### src/ppfm_pkg.sv
package ppfm_pkg;
	// peripheral select choices for the two upper port b pins
	localparam logic ppfm_sel_serial = 1'h0;
	localparam logic ppfm_sel_twowire = 1'h1;
	// values after reset
	localparam logic ppfm_rst_b_periph = 1'h0;
	localparam logic ppfm_rst_c_analog = 1'h1;
	localparam logic ppfm_rst_d_test = 1'h1;
	localparam logic ppfm_rst_tck_level = 1'h1;
	// test-port soft reset: rising test clock edges with mode select high
	localparam logic [2:0] ppfm_tap_reset_edges = 3'h5;

	// test access port controller states, gray codes along the scan path
	typedef enum logic [3:0] {
		ppfm_tap_reset = 4'h0,
		ppfm_tap_idle = 4'h1,
		ppfm_tap_sel_dr = 4'h3,
		ppfm_tap_cap_dr = 4'h2,
		ppfm_tap_shift_dr = 4'h6,
		ppfm_tap_exit1_dr = 4'h7,
		ppfm_tap_pause_dr = 4'h5,
		ppfm_tap_exit2_dr = 4'h4,
		ppfm_tap_upd_dr = 4'hc,
		ppfm_tap_sel_ir = 4'hd,
		ppfm_tap_cap_ir = 4'hf,
		ppfm_tap_shift_ir = 4'he,
		ppfm_tap_exit1_ir = 4'ha,
		ppfm_tap_pause_ir = 4'hb,
		ppfm_tap_exit2_ir = 4'h9,
		ppfm_tap_upd_ir = 4'h8
	} ppfm_tap_state_t;

	// software-side pin configuration
	typedef struct packed {
		logic b6_periph;
		logic b7_periph;
		logic b6_sel;
		logic b7_sel;
		logic ext_clk_en;
		logic c_gpio;
		logic d_gpio;
	} ppfm_cfg_t;

	// pad signals of one pin
	typedef struct packed {
		logic din;
		logic dout;
		logic oe;
	} ppfm_pad_t;
endpackage

### src/ppfm_port_pin_function_mux.sv
// Operation
// - port b pin six goes to serial receive or two-wire data per select register
// - external clock input on port b pin six only when clock generator requests it
// - port b pin six is a general-purpose pin after reset
// - port b pin seven goes to serial transmit or two-wire clock; gpio after reset
// - unbonded port c pins three and seven default to analog input function
// - test-port reset pin is tied high, so never asserts
// - power-on reset forces the test port controller into its reset state
// - five rising test clocks with mode select high reach the reset state
`timescale 1ns/1ns
module ppfm_port_pin_function_mux (
	// clock and reset
	input wire logic clk,
	input wire logic nrst,
	input wire logic ce,
	// configuration from the select and clock control registers
	input wire ppfm_pkg::ppfm_cfg_t cfg_in,
	input wire logic cfg_load,
	// port b pin six pad and its users
	input wire logic b6_pad_in,
	output logic b6_pad_out,
	output logic b6_pad_oe,
	input wire ppfm_pkg::ppfm_pad_t b6_gpio,
	output logic serial_rx,
	output logic twowire_sda_in,
	input wire logic twowire_sda_out,
	input wire logic twowire_sda_oe,
	output logic ext_clock_in,
	// port b pin seven pad and its users, plus the pin six gpio input
	input wire logic b7_pad_in,
	output logic b7_pad_out,
	output logic b7_pad_oe,
	input wire ppfm_pkg::ppfm_pad_t b7_gpio,
	output logic gpio_b_in,
	output logic gpio_b7_in,
	input wire logic serial_tx,
	input wire logic twowire_scl_out,
	input wire logic twowire_scl_oe,
	output logic twowire_scl_in,
	// port c unbonded pins
	output logic analog_a_channel_three_en,
	output logic analog_b_channel_three_en,
	// port d pins, test port
	input wire logic [3:0] d_pad_in,
	output logic [3:0] d_pad_out,
	output logic [3:0] d_pad_oe,
	input wire logic [3:0] d_gpio_out,
	input wire logic [3:0] d_gpio_oe,
	output logic [3:0] d_gpio_in,
	input wire logic test_data_out,
	input wire logic test_data_oe,
	output logic test_data_in,
	output logic tap_in_reset,
	output logic [3:0] tap_state_out
);
	import ppfm_pkg::*;

	ppfm_cfg_t cfg;
	ppfm_tap_state_t tap;
	ppfm_tap_state_t next_tap;
	logic tck_q;
	logic [2:0] tms_count;
	logic [2:0] next_tms_count;
	logic tck_rise;
	logic tms;
	logic trst_n;

	// configuration register; gpio after reset for b, analog c, test port d
	always_ff @(posedge clk or negedge nrst) begin
		if (!nrst) begin
			cfg <= '{b6_periph: ppfm_rst_b_periph, b7_periph: ppfm_rst_b_periph,
				b6_sel: ppfm_sel_serial, b7_sel: ppfm_sel_serial, ext_clk_en: 1'h0,
				c_gpio: ~ppfm_rst_c_analog, d_gpio: ~ppfm_rst_d_test};
		end else if (ce && cfg_load) begin
			cfg <= cfg_in;
		end
	end

	// port b pin six: clock input wins over the serial/two-wire choice
	wire b6_tw = cfg.b6_periph && !cfg.ext_clk_en && cfg.b6_sel == ppfm_sel_twowire;
	wire b6_sr = cfg.b6_periph && !cfg.ext_clk_en && cfg.b6_sel == ppfm_sel_serial;
	assign serial_rx = b6_sr ? b6_pad_in : 1'h1;
	assign twowire_sda_in = b6_tw ? b6_pad_in : 1'h1;
	assign ext_clock_in = cfg.ext_clk_en ? b6_pad_in : 1'h0;
	assign gpio_b_in = b6_pad_in;
	assign b6_pad_out = b6_tw ? twowire_sda_out : b6_gpio.dout;
	assign b6_pad_oe = cfg.ext_clk_en || b6_sr ? 1'h0 :
		(b6_tw ? twowire_sda_oe : (!cfg.b6_periph && b6_gpio.oe));

	// port b pin seven
	wire b7_tw = cfg.b7_periph && cfg.b7_sel == ppfm_sel_twowire;
	wire b7_sr = cfg.b7_periph && cfg.b7_sel == ppfm_sel_serial;
	assign gpio_b7_in = b7_pad_in;
	assign twowire_scl_in = b7_tw ? b7_pad_in : 1'h1;
	assign b7_pad_out = b7_sr ? serial_tx : (b7_tw ? twowire_scl_out : b7_gpio.dout);
	assign b7_pad_oe = b7_sr ? 1'h1 : (b7_tw ? twowire_scl_oe : b7_gpio.oe);

	// unbonded pins keep the analog function unless software takes them
	assign analog_a_channel_three_en = !cfg.c_gpio;
	assign analog_b_channel_three_en = !cfg.c_gpio;

	// port d: 0 data in, 1 data out, 2 test clock, 3 mode select
	genvar i;
	generate
		for (i = 0; i < 4; i++) begin : g_portd
			if (i == 1) begin : g_tdo
				assign d_pad_out[i] = cfg.d_gpio ? d_gpio_out[i] : test_data_out;
				assign d_pad_oe[i] = cfg.d_gpio ? d_gpio_oe[i] : test_data_oe;
			end else begin : g_tin
				assign d_pad_out[i] = d_gpio_out[i];
				assign d_pad_oe[i] = cfg.d_gpio && d_gpio_oe[i];
			end
			assign d_gpio_in[i] = d_pad_in[i];
		end
	endgenerate
	// test port inputs are forced idle while the pins serve as gpio; mode select idles high
	assign test_data_in = cfg.d_gpio ? 1'h1 : d_pad_in[0];
	assign tms = cfg.d_gpio ? 1'h1 : d_pad_in[3];
	// no reset pin in this package: tied inactive
	assign trst_n = 1'h1;

	// test clock sampled as a synchronous input; act on its rising edge
	assign tck_rise = !tck_q && !cfg.d_gpio && d_pad_in[2];

	// watchdog count of consecutive high mode-select edges, independent of decode
	assign next_tms_count = !tms ? 3'h0 :
		(tms_count == ppfm_tap_reset_edges ? tms_count : tms_count + 3'h1);

	always_comb begin
		next_tap = tap;
		case (tap)
			ppfm_tap_reset: next_tap = tms ? ppfm_tap_reset : ppfm_tap_idle;
			ppfm_tap_idle: next_tap = tms ? ppfm_tap_sel_dr : ppfm_tap_idle;
			ppfm_tap_sel_dr: next_tap = tms ? ppfm_tap_sel_ir : ppfm_tap_cap_dr;
			ppfm_tap_cap_dr: next_tap = tms ? ppfm_tap_exit1_dr : ppfm_tap_shift_dr;
			ppfm_tap_shift_dr: next_tap = tms ? ppfm_tap_exit1_dr : ppfm_tap_shift_dr;
			ppfm_tap_exit1_dr: next_tap = tms ? ppfm_tap_upd_dr : ppfm_tap_pause_dr;
			ppfm_tap_pause_dr: next_tap = tms ? ppfm_tap_exit2_dr : ppfm_tap_pause_dr;
			ppfm_tap_exit2_dr: next_tap = tms ? ppfm_tap_upd_dr : ppfm_tap_shift_dr;
			ppfm_tap_upd_dr: next_tap = tms ? ppfm_tap_sel_dr : ppfm_tap_idle;
			ppfm_tap_sel_ir: next_tap = tms ? ppfm_tap_reset : ppfm_tap_cap_ir;
			ppfm_tap_cap_ir: next_tap = tms ? ppfm_tap_exit1_ir : ppfm_tap_shift_ir;
			ppfm_tap_shift_ir: next_tap = tms ? ppfm_tap_exit1_ir : ppfm_tap_shift_ir;
			ppfm_tap_exit1_ir: next_tap = tms ? ppfm_tap_upd_ir : ppfm_tap_pause_ir;
			ppfm_tap_pause_ir: next_tap = tms ? ppfm_tap_exit2_ir : ppfm_tap_pause_ir;
			ppfm_tap_exit2_ir: next_tap = tms ? ppfm_tap_upd_ir : ppfm_tap_shift_ir;
			ppfm_tap_upd_ir: next_tap = tms ? ppfm_tap_sel_dr : ppfm_tap_idle;
			default: next_tap = ppfm_tap_reset;
		endcase
		// fifth high edge always lands in reset, whatever the start state
		if (next_tms_count == ppfm_tap_reset_edges) begin
			next_tap = ppfm_tap_reset;
		end
	end

	// power-on reset is the only hard reset of the controller
	always_ff @(posedge clk or negedge nrst) begin
		if (!nrst) begin
			tap <= ppfm_tap_reset;
			// high, so a test clock held high across reset is no false edge
			tck_q <= ppfm_rst_tck_level;
			tms_count <= 3'h0;
		end else if (ce) begin
			tck_q <= !cfg.d_gpio && d_pad_in[2];
			if (!trst_n) begin
				tap <= ppfm_tap_reset;
				tms_count <= 3'h0;
			end else if (tck_rise) begin
				tap <= next_tap;
				tms_count <= next_tms_count;
			end
		end
	end

	assign tap_in_reset = tap == ppfm_tap_reset;
	assign tap_state_out = tap;
endmodule

### config.mk
export PLATFORM = sky130hd
export DESIGN_NAME = ppfm_port_pin_function_mux
export DESIGN_NICKNAME = d
export VERILOG_FILES = /design/src/ppfm_pkg.sv /design/src/ppfm_port_pin_function_mux.sv
export SDC_FILE = /design/constraint.sdc
export NUM_CORES = 1
export LEC_CHECK = 0
export BUFFER_PORTS_ARGS = -buffer_cell sky130_fd_sc_hd__buf_2
export CAP_MARGIN = 20
export CORE_MARGIN = 8
export CORE_UTILIZATION = 42
export CTS_CLUSTER_DIAMETER = 150
export DETAILED_ROUTE_END_ITERATION = 16
export GPL_ROUTABILITY_DRIVEN = 0
export PLACE_DENSITY = 0.81
export SLEW_MARGIN = 10
export SYNTH_ARGS = -nofsm -noshare
export SYNTH_HDL_FRONTEND = slang
export SYNTH_SLANG_ARGS = --single-unit
### constraint.sdc
create_clock -name clk -period 1.9 [get_ports clk]
set_input_delay 0.285 -clock clk [delete_from_list [all_inputs] [get_ports clk]]
set_output_delay 0.285 -clock clk [all_outputs]
set_load 0.01 [all_outputs]
==> impl_metrics.prom <==
# TYPE chip_impl_metric gauge
chip_impl_info{name="most_frequent_cells_in_the_layout",value="sky130_fd_sc_hd__buf_2, sky130_fd_sc_hd__dfrtp_1, sky130_fd_sc_hd__nand2_1, sky130_fd_sc_hd__mux2_2, sky130_fd_sc_hd__a21oi_1"} 1
chip_impl_metric{name="setup_tns",unit="ps"} 0
chip_impl_info{name="cts.root.buffer_cell",value="sky130_fd_sc_hd__clkbuf_4"} 1
chip_impl_metric{name="fp.dieW",unit="um"} 67.3
chip_impl_metric{name="cts_post_setup_buffers_inserted",unit=""} 0
chip_impl_metric{name="coreArea",unit="sq mm"} 0.00250
chip_impl_metric{name="initial_utilization",unit=""} 0.443
chip_impl_metric{name="grt_antenna_before_repair",unit=""} 0
chip_impl_metric{name="syn-cell-area",unit="sq mm"} 0.00111
chip_impl_metric{name="cts_made_buffers",unit=""} 3
chip_impl_info{name="crit_start",value="cfg[0]$_DFFE_PN0P_"} 1
chip_impl_metric{name="worst_setup_hold_path_clk_slew",unit="ps"} 100
chip_impl_info{name="grt_setup_unrepaired",value="no"} 1
chip_impl_metric{name="number_of_detailed_routing_iterations_run_before_antenna_repair",unit=""} 4
chip_impl_metric{name="place_hpwl",unit="um"} 2490
chip_impl_metric{name="hold_depth",unit=""} 2
chip_impl_metric{name="synth_fa_ha_area_frac",unit=""} 0.0226
chip_impl_metric{name="placed_cells",unit=""} 199
chip_impl_metric{name="cp_data_arrival_time",unit="ps"} 1970
chip_impl_info{name="combinational_family_with_the_most_area_after_synthesis",value="simple AND/OR/NAND/NOR gates"} 1
chip_impl_info{name="setup.worst_path.class",value="reg -> reg"} 1
chip_impl_metric{name="die_h",unit="um"} 67.3
chip_impl_metric{name="timing.max_slew.rel_slack",unit=""} 0.571
chip_impl_metric{name="synth_compound_area_frac",unit=""} 0.177
chip_impl_info{name="r2r_start",value="cfg[0]$_DFFE_PN0P_"} 1
chip_impl_metric{name="drtIter0Drc",unit=""} 49
chip_impl_metric{name="syn-mean-instance-area",unit="sq um"} 8.86
chip_impl_metric{name="post_synth_inst_count",unit=""} 125
chip_impl_metric{name="drt_wl_total",unit="um"} 3130
chip_impl_info{name="hold_start",value="cfg_in[2]"} 1
chip_impl_metric{name="place.port_buffers",unit=""} 57
chip_impl_metric{name="gr-usage-all-layers",unit=""} 0.131
chip_impl_metric{name="vias",unit=""} 1129
chip_impl_metric{name="post_synth_mux_area_share",unit=""} 0.121
chip_impl_metric{name="finalCritPeriodShare",unit=""} 0.950
chip_impl_metric{name="drive_gt1_frac",unit=""} 0.460
chip_impl_metric{name="drt.antenna.violating_nets",unit=""} 0
chip_impl_metric{name="grt_first_pass_wirelength",unit="um"} 4720
chip_impl_metric{name="drcViolationCount",unit=""} 0
chip_impl_metric{name="fin_total_pwr",unit="mW"} 1.61
chip_impl_metric{name="synthesis.nets",unit=""} 165
chip_impl_metric{name="worst_skew_pair.late_latency",unit="ps"} 290
chip_impl_metric{name="fin_cells",unit=""} 204
chip_impl_metric{name="post_synth_xor_area_fraction",unit=""} 0
chip_impl_metric{name="clk_path_buf_depth",unit=""} 2
chip_impl_metric{name="setup_viol",unit=""} 0
chip_impl_metric{name="clock-skew-final",unit="ps"} 3.35
chip_impl_metric{name="synthDistinctLibCells",unit=""} 39
chip_impl_metric{name="power_per_cell_area",unit="mW/mm^2"} 1150
chip_impl_metric{name="r2r.worst_path.cells",unit=""} 4
chip_impl_metric{name="seq_area",unit="sq um"} 378
chip_impl_metric{name="multiInputGateArea",unit="sq um"} 629
chip_impl_metric{name="worst_ir_drop_vdd",unit="mV"} 0.842
chip_impl_metric{name="grt_max_degree",unit=""} 16
chip_impl_info{name="min_path_type",value="in -> reg"} 1
chip_impl_metric{name="grt-ovfl-total",unit=""} 0
chip_impl_metric{name="report.final.slew_viol_count",unit=""} 0
chip_impl_metric{name="maxClockFrequency",unit="GHz"} 0.554
chip_impl_metric{name="synth-seq-cells",unit=""} 15
chip_impl_metric{name="synth_simple_gate_area_frac",unit=""} 0.235
chip_impl_metric{name="cp_data_required_time",unit="ps"} 2060
chip_impl_metric{name="floorplan.rows",unit=""} 18
chip_impl_metric{name="clkSinkCount",unit=""} 15
chip_impl_metric{name="yosysSeqAreaShare",unit=""} 0.340
chip_impl_info{name="timing.critical_path.to_type",value="flop"} 1
chip_impl_metric{name="nets",unit=""} 215
chip_impl_info{name="cts_tree",value="done"} 1
chip_impl_metric{name="synth-async-reset-ratio",unit=""} 1.00
chip_impl_info{name="status",value="complete, no violations"} 1
chip_impl_metric{name="timing.final.hold_violations",unit=""} 0
chip_impl_info{name="layout.cells.most_common",value="sky130_fd_sc_hd__buf_2"} 1
chip_impl_metric{name="synth_edf_count",unit=""} 0
chip_impl_metric{name="dieArea",unit="sq mm"} 0.00454
chip_impl_metric{name="io_pins",unit=""} 68
chip_impl_info{name="synth-main-ff-cell",value="sky130_fd_sc_hd__dfrtp_1"} 1
chip_impl_metric{name="final_period_minus_worst_setup_slack",unit="ps"} 1800
chip_impl_metric{name="critPathMaxFanout",unit=""} 12
chip_impl_metric{name="drt-wirelength-per-cell",unit="um"} 15.3
chip_impl_metric{name="max_cap_violations",unit=""} 0
chip_impl_metric{name="vias_per_cell",unit=""} 5.53
chip_impl_metric{name="via_count_of_the_first_global_routing_pass",unit=""} 1100
chip_impl_metric{name="h-tree-depth",unit=""} 1
chip_impl_metric{name="layout-area-overhead-vs-synth",unit="%"} 26.6
chip_impl_metric{name="diodes",unit=""} 0
chip_impl_metric{name="leakage",unit="nW"} 0.681
chip_impl_metric{name="yosysWarningCount",unit=""} 0
chip_impl_metric{name="worstMarginPinSlew",unit="ps"} 627
chip_impl_metric{name="n_fill_cell",unit=""} 229
chip_impl_info{name="crit_path_start_kind",value="flop"} 1
==> power breakdown <==
part           switching [mW]  internal [mW]  total (mW)
clock network           0.110         0.0783       0.188
registers               0.201          0.418       0.619
logic                   0.408          0.399       0.807
==> area by class of cell <==
| cell class | instances | share of cell area |
|---|---|---|
| multi-input cells | 90 | 0.449 |
| clock buffers | 3 | 0.0161 |
| flip-flops and latches | 15 | 0.270 |
| clock inverters | 1 | 0.00357 |
| inverters | 5 | 0.0134 |
| repair buffers | 60 | 0.221 |
| well taps | 30 | 0.0268 |
==> what timing repair did <==
item                       CTS  global route
hold buffers                 1             0
hold endpoints to repair    14             0
resized for setup            0             3
setup endpoints to repair    0             2
==> per-layer routing <==
metal | track usage | wire (um) | part of all wire | vias to the layer above
met5 | 0 | 0 | 0 | -
met4 | 0.0470 | 36 | 0.012 | 0
met3 | 0.0232 | 145 | 0.046 | 5
met2 | 0.262 | 1800 | 0.57 | 46
met1 | 0.131 | 1150 | 0.37 | 543
li1 | - | - | - | 535
==> kinds of logic (layout without fill, tap and decap cells) <==
| logic type | after synthesis | count (layout) |
|---|---|---|
| simple gates | 46 | 46 |
| compound gates | 30 | 30 |
| buf+inv | 20 | 69 |
| flops | 15 | 15 |
| mux | 12 | 12 |
| fa+ha+maj | 2 | 2 |
==> critical path, cell delays in order, from the launching register on <==
cell                        delay (ps)
sky130_fd_sc_hd__dfrtp_1           510
sky130_fd_sc_hd__nor2_1            360
sky130_fd_sc_hd__a211oi_1           80
sky130_fd_sc_hd__a2111oi_0         610
sky130_fd_sc_hd__o41ai_2           110
==> through the flow <==
step | utilization | setup WS (ps) | hold slack (ps) | cell area, sq um
6_report | 0.561 | 95.1 | 220 | 1400
5_1_grt | 0.561 | 13.9 | 216 | 1400
4_1_cts | 0.555 | 96.0 | 223 | 1390
3_5_place_dp | 0.540 | 150 | 207 | 1350
3_3_place_gp | 0.540 | 212 | 203 | 1350
2_1_floorplan | - | 357 | -10.6 | 1110
==> synthesized netlist by cell type (2+ instances only) <==
library cell / number / area [sq um]
sky130_fd_sc_hd__buf_2: 2 / 10.0
sky130_fd_sc_hd__nand2_1: 11 / 41.3
sky130_fd_sc_hd__ha_1: 2 / 25.0
sky130_fd_sc_hd__or3b_1: 2 / 17.5
sky130_fd_sc_hd__nand3_1: 2 / 10.0
sky130_fd_sc_hd__buf_4: 10 / 75.1
sky130_fd_sc_hd__o22a_1: 2 / 17.5
sky130_fd_sc_hd__o41ai_1: 3 / 26.3
sky130_fd_sc_hd__a21oi_1: 9 / 45.0
sky130_fd_sc_hd__nand2b_1: 6 / 37.5
sky130_fd_sc_hd__o21ai_0: 6 / 30.0
sky130_fd_sc_hd__nor2_1: 8 / 30.0
sky130_fd_sc_hd__dfrtp_1: 14 / 350
sky130_fd_sc_hd__or2_2: 2 / 12.5
sky130_fd_sc_hd__nand3b_1: 3 / 22.5
sky130_fd_sc_hd__clkbuf_1: 3 / 11.3
sky130_fd_sc_hd__inv_1: 5 / 18.8
sky130_fd_sc_hd__and2_1: 4 / 25.0
sky130_fd_sc_hd__mux2_2: 11 / 124
==> sequential cells by signal, indices dropped and copies added (netlist names) <==
name / cells
tap_state_out: 4
cfg: 7
tms_count: 3
tck_q: 1
==> worst paths after layout <==
check	endpoint	slack [ps]
min in group asynchronous	cfg[6]$_DFFE_PN0P_	440
worst max register to register	tap_state_out[1]$_DFFE_PN0P_	100
worst min-delay path	cfg[2]$_DFFE_PN0P_	220
max in group asynchronous	tck_q$_DFFE_PN1P_	1170
worst min register to register	cfg[1]$_DFFE_PN0P_	520
worst max-delay path	tap_state_out[1]$_DFFE_PN0P_	100
Power figures use the tool's default switching activity.
